`src/core/rstat_pkg.sv`:
```
package rstat_pkg;
    // ---------------------------------------------
    // register offsets (byte address of low byte)
    // ---------------------------------------------
    localparam logic [6:0] RSTAT_OFF_CAPTURE = 7'h66;
    localparam logic [6:0] RSTAT_OFF_AVG_INFO = 7'h68;
    localparam logic [6:0] RSTAT_OFF_REC_COUNT = 7'h6A;
    localparam logic [6:0] RSTAT_OFF_X_BIN = 7'h6C;
    localparam logic [6:0] RSTAT_OFF_Y_BIN = 7'h6E;
    localparam logic [6:0] RSTAT_OFF_Z_BIN = 7'h70;
    localparam logic [6:0] RSTAT_OFF_SELECT = 7'h72;
    localparam logic [6:0] RSTAT_OFF_X_RESULT = 7'h74;
    localparam logic [6:0] RSTAT_OFF_Y_RESULT = 7'h76;
    // ---------------------------------------------
    // field layout and reset values
    // ---------------------------------------------
    localparam int RSTAT_RATE_LSB = 14;
    localparam int RSTAT_WIN_LSB = 12;
    localparam int RSTAT_AVG_W = 8;
    localparam int RSTAT_AVGSET_W = 4;
    localparam int RSTAT_COUNT_W = 4;
    localparam logic [3:0] RSTAT_COUNT_MAX = 4'h9;
    localparam int RSTAT_BIN_W = 12;
    localparam int RSTAT_SEL_W = 3;
    localparam logic [15:0] RSTAT_RESET_VAL = 16'h0000;
    localparam int RSTAT_FRAME_BITS = 16;

    typedef enum logic [2:0] {
        RSTAT_MEAN = 3'h0,
        RSTAT_STDDEV = 3'h1,
        RSTAT_PEAK = 3'h2,
        RSTAT_PEAK_PEAK = 3'h3,
        RSTAT_CREST = 3'h4,
        RSTAT_KURTOSIS = 3'h5,
        RSTAT_SKEW = 3'h6
    } rstat_metric_type;

    // capture settings from the spectral engine
    typedef struct packed {
        logic [1:0] sample_rate_option;
        logic [1:0] window;
        logic [7:0] fft_averages;
        logic [3:0] averaging_count_setting;
        logic spectrum_mode_valid;
    } rstat_capture_type;

    // per-axis statistic values, one per metric
    typedef struct packed {
        logic [6:0][15:0] x_val;
        logic [6:0][15:0] y_val;
    } rstat_stats_type;
endpackage

```
`src/core/rstat_regs.sv`:
```
`timescale 1ns/10ps
module rstat_regs #(
    parameter int DATA_W = 16
) (
    // clock and reset
    input wire logic clk_i,
    input wire logic rst_n_i,
    // serial port (frame select active low)
    input wire logic sel_n_i,
    input wire logic sclk_i,
    input wire logic mosi_i,
    output logic miso_o,
    // engine side
    input wire rstat_pkg::rstat_capture_type capture_i,
    input wire logic [3:0] record_count_i,
    input wire logic [11:0] x_bin_i,
    input wire logic [11:0] y_bin_i,
    input wire logic [11:0] z_bin_i,
    input wire rstat_pkg::rstat_stats_type stats_i,
    output logic [2:0] metric_o
);
    import rstat_pkg::*;

    // ---------------------------------------------
    // serial frame capture
    // ---------------------------------------------
    // sclk sampled as data; mode 3: shift on rising, drive on falling
    logic sclk_d_reg, sclk_d_next;
    logic [4:0] bit_cnt_reg, bit_cnt_next;
    logic [15:0] shift_reg, shift_next;
    logic [15:0] tx_reg, tx_next;
    logic [6:0] rd_addr_reg, rd_addr_next;
    logic [2:0] sel_reg, sel_next;
    logic miso_reg, miso_next;
    logic [15:0] word;
    logic rise, fall;
    logic frame_end;
    // register views as the host reads them
    logic [15:0] capture_view, avg_view, count_view;
    logic [15:0] x_bin_view, y_bin_view, z_bin_view;
    logic [15:0] sel_view, x_result, y_result;
    logic [15:0] rd_word;

    // code 7 is unassigned; reads zero instead of an out-of-range slot
    function automatic logic [15:0] pick_result(
        input logic [6:0][15:0] vals,
        input logic [2:0] code
    );
        logic [15:0] v;
        v = RSTAT_RESET_VAL;
        if (code != 3'h7) begin
            v = vals[code];
        end
        return v;
    endfunction

    // zero-extend an alarm bin into a register word
    function automatic logic [15:0] widen_bin(input logic [11:0] b);
        logic [15:0] v;
        v = RSTAT_RESET_VAL;
        v[RSTAT_BIN_W-1:0] = b;
        return v;
    endfunction

    // ---------------------------------------------
    // read views
    // ---------------------------------------------
    always_comb begin
        capture_view = RSTAT_RESET_VAL;
        avg_view = RSTAT_RESET_VAL;
        count_view = RSTAT_RESET_VAL;
        sel_view = RSTAT_RESET_VAL;
        // contents undefined outside spectrum modes; shown as zero
        if (capture_i.spectrum_mode_valid) begin
            capture_view[RSTAT_RATE_LSB +: 2] = capture_i.sample_rate_option;
            capture_view[RSTAT_WIN_LSB +: 2] = capture_i.window;
            capture_view[RSTAT_AVG_W-1:0] = capture_i.fft_averages;
            avg_view[RSTAT_AVGSET_W-1:0] = capture_i.averaging_count_setting;
        end
        // clamp so a faulty engine count can never show 10 to 15
        if (record_count_i > RSTAT_COUNT_MAX) begin
            count_view[RSTAT_COUNT_W-1:0] = RSTAT_COUNT_MAX;
        end else begin
            count_view[RSTAT_COUNT_W-1:0] = record_count_i;
        end
        x_bin_view = widen_bin(x_bin_i);
        y_bin_view = widen_bin(y_bin_i);
        z_bin_view = widen_bin(z_bin_i);
        sel_view[RSTAT_SEL_W-1:0] = sel_reg;
        // metric passed through unchanged; engine supplies 8.8 or accel format
        x_result = pick_result(stats_i.x_val, sel_reg);
        y_result = pick_result(stats_i.y_val, sel_reg);
    end

    // odd byte address reads the same register as the even one
    always_comb begin
        rd_word = RSTAT_RESET_VAL;
        unique case ({rd_addr_reg[6:1], 1'b0})
            RSTAT_OFF_CAPTURE: rd_word = capture_view;
            RSTAT_OFF_AVG_INFO: rd_word = avg_view;
            RSTAT_OFF_REC_COUNT: rd_word = count_view;
            RSTAT_OFF_X_BIN: rd_word = x_bin_view;
            RSTAT_OFF_Y_BIN: rd_word = y_bin_view;
            RSTAT_OFF_Z_BIN: rd_word = z_bin_view;
            RSTAT_OFF_SELECT: rd_word = sel_view;
            RSTAT_OFF_X_RESULT: rd_word = x_result;
            RSTAT_OFF_Y_RESULT: rd_word = y_result;
            default: rd_word = RSTAT_RESET_VAL;
        endcase
    end

    // ---------------------------------------------
    // serial shift logic
    // ---------------------------------------------
    assign rise = sclk_i & ~sclk_d_reg;
    assign fall = ~sclk_i & sclk_d_reg;
    assign word = {shift_reg[14:0], mosi_i};
    assign frame_end = !sel_n_i && rise && bit_cnt_reg == 5'(RSTAT_FRAME_BITS - 1);

    always_comb begin
        sclk_d_next = sclk_i;
        bit_cnt_next = bit_cnt_reg;
        shift_next = shift_reg;
        tx_next = tx_reg;
        rd_addr_next = rd_addr_reg;
        sel_next = sel_reg;
        miso_next = miso_reg;
        if (sel_n_i) begin
            bit_cnt_next = 5'h00;
            tx_next = rd_word;
            miso_next = 1'b0;
        end else begin
            if (rise) begin
                shift_next = word;
                bit_cnt_next = bit_cnt_reg + 5'h01;
                if (bit_cnt_reg == 5'(RSTAT_FRAME_BITS - 1)) begin
                    bit_cnt_next = 5'h00;
                    if (word[15]) begin
                        // only the selector low byte is writable
                        if (word[14:8] == RSTAT_OFF_SELECT) begin
                            sel_next = word[RSTAT_SEL_W-1:0];
                        end
                    end else begin
                        // read answer comes in the next frame
                        rd_addr_next = word[14:8];
                    end
                end
            end
            if (fall || (bit_cnt_reg == 5'h00 && !rise && sclk_i)) begin
                miso_next = tx_reg[15];
            end
            if (fall) begin
                tx_next = {tx_reg[14:0], 1'b0};
            end
        end
    end

    always_ff @(posedge clk_i or negedge rst_n_i) begin
        if (!rst_n_i) begin
            sclk_d_reg <= 1'b1;
            bit_cnt_reg <= 5'h00;
            shift_reg <= 16'h0000;
            tx_reg <= 16'h0000;
            rd_addr_reg <= 7'h00;
            sel_reg <= 3'h0;
            miso_reg <= 1'b0;
        end else begin
            sclk_d_reg <= sclk_d_next;
            bit_cnt_reg <= bit_cnt_next;
            shift_reg <= shift_next;
            tx_reg <= tx_next;
            rd_addr_reg <= rd_addr_next;
            sel_reg <= sel_next;
            miso_reg <= miso_next;
        end
    end

    assign miso_o = miso_reg;
    assign metric_o = sel_reg;

    // ---------------------------------------------
    // assertions
    // ---------------------------------------------
    a_sel_write: assert property (@(posedge clk_i) disable iff (!rst_n_i)
        frame_end && word[15] && word[14:8] == RSTAT_OFF_SELECT
        |=> sel_reg == $past(word[RSTAT_SEL_W-1:0]))
        else $error("selector not loaded by write frame");
    a_ro_ignored: assert property (@(posedge clk_i) disable iff (!rst_n_i)
        !(frame_end && word[15] && word[14:8] == RSTAT_OFF_SELECT) |=> $stable(sel_reg))
        else $error("selector changed without a write to it");
    a_spare_code: assert property (@(posedge clk_i) disable iff (!rst_n_i)
        sel_reg == 3'h7 |-> x_result == RSTAT_RESET_VAL && y_result == RSTAT_RESET_VAL)
        else $error("unassigned selector code shows a value");
    a_frame_load: assert property (@(posedge clk_i) disable iff (!rst_n_i)
        sel_n_i |=> tx_reg == $past(rd_word))
        else $error("read word not loaded before frame");
    a_idle_miso: assert property (@(posedge clk_i) disable iff (!rst_n_i)
        sel_n_i |=> !miso_o && bit_cnt_reg == 5'h00)
        else $error("port not idle outside frame");
    a_count_range: assert property (@(posedge clk_i) disable iff (!rst_n_i)
        count_view <= 16'(RSTAT_COUNT_MAX))
        else $error("record count out of range");
    a_bin_upper: assert property (@(posedge clk_i) disable iff (!rst_n_i)
        x_bin_view[15:12] == 4'h0 && y_bin_view[15:12] == 4'h0
        && z_bin_view[15:12] == 4'h0)
        else $error("alarm bin upper bits set");
    a_x_result: assert property (@(posedge clk_i) disable iff (!rst_n_i)
        sel_reg != 3'h7 |-> x_result == stats_i.x_val[sel_reg]
        && y_result == stats_i.y_val[sel_reg])
        else $error("axis result not the selected metric");
    a_info_gate: assert property (@(posedge clk_i) disable iff (!rst_n_i)
        !capture_i.spectrum_mode_valid |-> capture_view == RSTAT_RESET_VAL
        && avg_view == RSTAT_RESET_VAL)
        else $error("capture info shown outside spectrum mode");
    c_sel_write: cover property (@(posedge clk_i) disable iff (!rst_n_i)
        $changed(sel_reg));
    c_skew: cover property (@(posedge clk_i) disable iff (!rst_n_i)
        sel_reg == RSTAT_SKEW);
    c_read: cover property (@(posedge clk_i) disable iff (!rst_n_i)
        $changed(rd_addr_reg));
    c_spare_code: cover property (@(posedge clk_i) disable iff (!rst_n_i)
        sel_reg == 3'h7);
endmodule

```
`config.mk`:
```
export PLATFORM = sky130hd
export DESIGN_NAME = rstat_regs
export DESIGN_NICKNAME = d
export VERILOG_FILES = /design/src/core/rstat_pkg.sv /design/src/core/rstat_regs.sv
export SDC_FILE = /design/constraint.sdc
export NUM_CORES = 1
export LEC_CHECK = 0
export ABC_AREA = 0
export BUFFER_PORTS_ARGS = -buffer_cell sky130_fd_sc_hd__buf_2
export CAP_MARGIN = 20
export CORE_ASPECT_RATIO = 1.25
export CORE_MARGIN = 2
export CORE_UTILIZATION = 36
export DETAILED_ROUTE_END_ITERATION = 7
export PLACE_DENSITY = 0.79
export SYNTH_ARGS = -nofsm -noshare
export SYNTH_HDL_FRONTEND = slang
export SYNTH_SLANG_ARGS = --single-unit
```
`constraint.sdc`:
```
create_clock -name clk_i -period 3.3 [get_ports clk_i]
set_clock_uncertainty 0.2 [all_clocks]
set_input_delay 0.165 -clock clk_i [delete_from_list [all_inputs] [get_ports clk_i]]
set_output_delay 0.165 -clock clk_i [all_outputs]
set_load 0.01 [all_outputs]
```
==> flow_summary.ini <==
[run_status]
status = complete, no violations

[drt]
vias_per_cell = 5.62
dr.pass1.iters = 5
final_antenna_net_count = 0
vias = 5022
route.detailed.wl_per_inst_um = 20.0
drt-initial-drc-count = 425
wl_um = 17800
drc_errors = 0

[timing]
setup_viol = 0
timing.final.crit_share_pct = 79.2
tightest_slew_ns = 0.810
setup_tns_ns = 0
rsz0062_at_grt = no
relSlewSlack_pct = 46.0
min_period_ns = 2.61
slew_viol_final = 0
whs_ns = 0.0368
hold_viol_final = 0
fmax_ghz = 0.383

[critical_path]
cp-end-kind = register
path_cells = mux4_2, nand3_1, a21oi_1, o31a_1, a211o_1
critical_path.top_delay_family = flip-flops
worst-path-max-fanout = 60
ff2ff_setup_slack_ns = 0.69
cp_slowest_cell = dfrtp_4
critPathKind = register to register
cp.arrival_ns = 2.59
path_buf_inv = 0
cp-start-kind = register
r2r_start = metric_o[0]
critPathRequiredTime_ns = 3.27
reg2reg_to = tx_reg[0]
critPathMaxStageDelay_ns = 0.93
ff2ff_path_depth = 5

[synthesis]
syn_nets = 743
synthDistinctLibCells = 63
yosys.area.top_type_share_pct = 25.5
synth_seq_area_share_pct = 26.1
async_flop_share_pct = 100
synth_area_leader_cell = dfrtp_1
synth_common_cells = 50 x nor2_1, 46 x dfrtp_1, 37 x mux2i_1, 34 x nand2_1, 27 x a21oi_1
netlist_instances = 455
synth_area_um2 = 4520
yosysWarnings = 0
yosysMostFrequentCell = nor2_1
synth_edf_count = 0
synth_ff_type = dfrtp_1
postSynthAreaPerCell_um2 = 9.93
ys_top_cells_by_area = dfrtp_1 25%, mux4_2 12%, mux2i_1 8.2%, mux2_2 6.2%, nor2_1 4.2%
synth-seq-cells = 47

[global_routing]
antenna_found_initial = 0
overflow = 0
grt_pass1_wl_um = 26200
grt_use_total_pct = 25.1
grt_max_degree = 61
grt_pass1_vias = 4897

[place]
hpwl_um = 14600
port_buffers = 289
gp_congestion = 0.886

[min_path]
hp-class = input pin to register
min_path_cells = 3
hold_path_startpoint = record_count_i[1]
min_delay_worst_endpoint = tx_reg[1]

[clocking]
insertion_delay_ns = 0.29
cts_buffers = 5
cts_resized = 0
clkTransAtPathRegs_ns = 0.06
cts_root_buf = clkbuf_16
cts_htree_levels = 2
cts_num_sinks = 47
cts_buffer_depth = 2
cts_tree = yes

[cells_and_area]
largest_reg_flops = 16
area_growth_syn_to_layout_pct = 39.1
fin_nets = 1016
layout-drive-gt1-share_pct = 50.8
diodes = 0

[power_and_ir_drop]
power_frac_seq_pct = 41.4
clkPwrFrac_pct = 35.6
pwr-share-comb_pct = 23.0
p_sw_share_pct = 24.4
p_per_area_nw_per_um2 = 257
p_sw_w = 0.000395
p_int_w = 0.00122
peakVddDrop_uv = 209
p_leak_nw = 2.90

[run]
maxCapViolCount = 0

[floorplanning]
die_w_um = 104
start_util_pct = 37.0
ioPinCount = 290
dieArea_um2 = 13500
core_area_um2 = 12200
rows = 45
fp.dieH_um = 129
-- power groups by stage --
stage	registers (W)	logic (W)	clock network, W
2_1_floorplan	0.000666	0.000151	0
3_3_place_gp	0.000677	0.000355	0
3_5_place_dp	0.000680	0.000360	0
4_1_cts	0.000669	0.000369	0.000580
5_1_grt	0.000673	0.000404	0.000608
6_report	0.000669	0.000371	0.000575
-- timing repair --
| item | CTS | global route |
|---|---|---|
| setup buffers | 0 | 0 |
| endpoints found under the hold margin | 53 | 0 |
| hold buffers | 7 | 0 |
-- through the flow --
| stage | worst slack (ns) | cell area, um^2 | instances | util [%] | total power, W |
|---|---|---|---|---|---|
| after floorplan | 1.22 | 4520 | 455 | - | 0.000817 |
| after global placement | 0.713 | 6030 | 877 | 49.3 | 0.00103 |
| after detailed placement | 0.694 | 6030 | 877 | 49.3 | 0.00104 |
| after CTS | 0.670 | 6260 | 892 | 51.3 | 0.00162 |
| after global routing | 0.505 | 6280 | 893 | 51.4 | 0.00169 |
| final | 0.687 | 6280 | 893 | 51.4 | 0.00161 |
-- tightest hold or removal path: cells and delay by family --
family | cells | cell delay (ns)
buffers and inverters | 1 | 0.09
AO/OA/AOI/OAI | 2 | 0.21
-- kinds of logic after synthesis --
kind of cell | share of synthesized area, %
AO/OA/AOI/OAI | 23.0
XOR/XNOR | 0.194
adder cells (fa/ha/maj) | 0.554
buffers and inverters | 6.20
flip-flops | 26.1
multiplexers | 31.0
AND/OR/NAND/NOR | 13.1
-- layout by cell type (no fill, tap or decap), drive strengths merged, types with 9 or more instances in the layout --
master / n
buf: 302
a211o: 13
a21oi: 27
mux2i: 37
nand2: 34
mux2: 25
dfrtp: 46
a2bb2oi: 17
nor2: 52
a211oi: 11
mux4: 32
a22oi: 9
-- layout make-up --
type | count | area, um^2
Clock buffer | 5 | 125
Inverter | 5 | 18.8
Tap cell | 164 | 205
Fill cell | 1158 | 5930
Multi-Input combinational cell | 360 | 3070
Clock inverter | 3 | 43.8
Timing Repair Buffer | 309 | 1640
Sequential cell | 47 | 1190
-- worst max path at each step --
| stage | cells after the start | startpoint | slack, ns | endpoint |
|---|---|---|---|---|
| 4_1_cts | 5 | metric_o[0] | 0.67 | tx_reg[7] |
| 3_3_place_gp | 5 | metric_o[0] | 0.71 | tx_reg[6] |
| 6_report | 5 | metric_o[0] | 0.69 | tx_reg[0] |
| 2_1_floorplan | 7 | metric_o[0] | 1.22 | tx_reg[0] |
| 3_5_place_dp | 5 | metric_o[0] | 0.69 | tx_reg[7] |
| 5_1_grt | 5 | metric_o[0] | 0.50 | tx_reg[7] |
-- metal layers --
metal	GRT usage, %	routed length [um]	up-vias
met4	5.09	252	0
li1	-	-	2354
met1	31.8	7220	2396
met3	3.57	1100	20
met2	45.8	9270	252
met5	0	0	-
(Power assumes the default switching activity.)
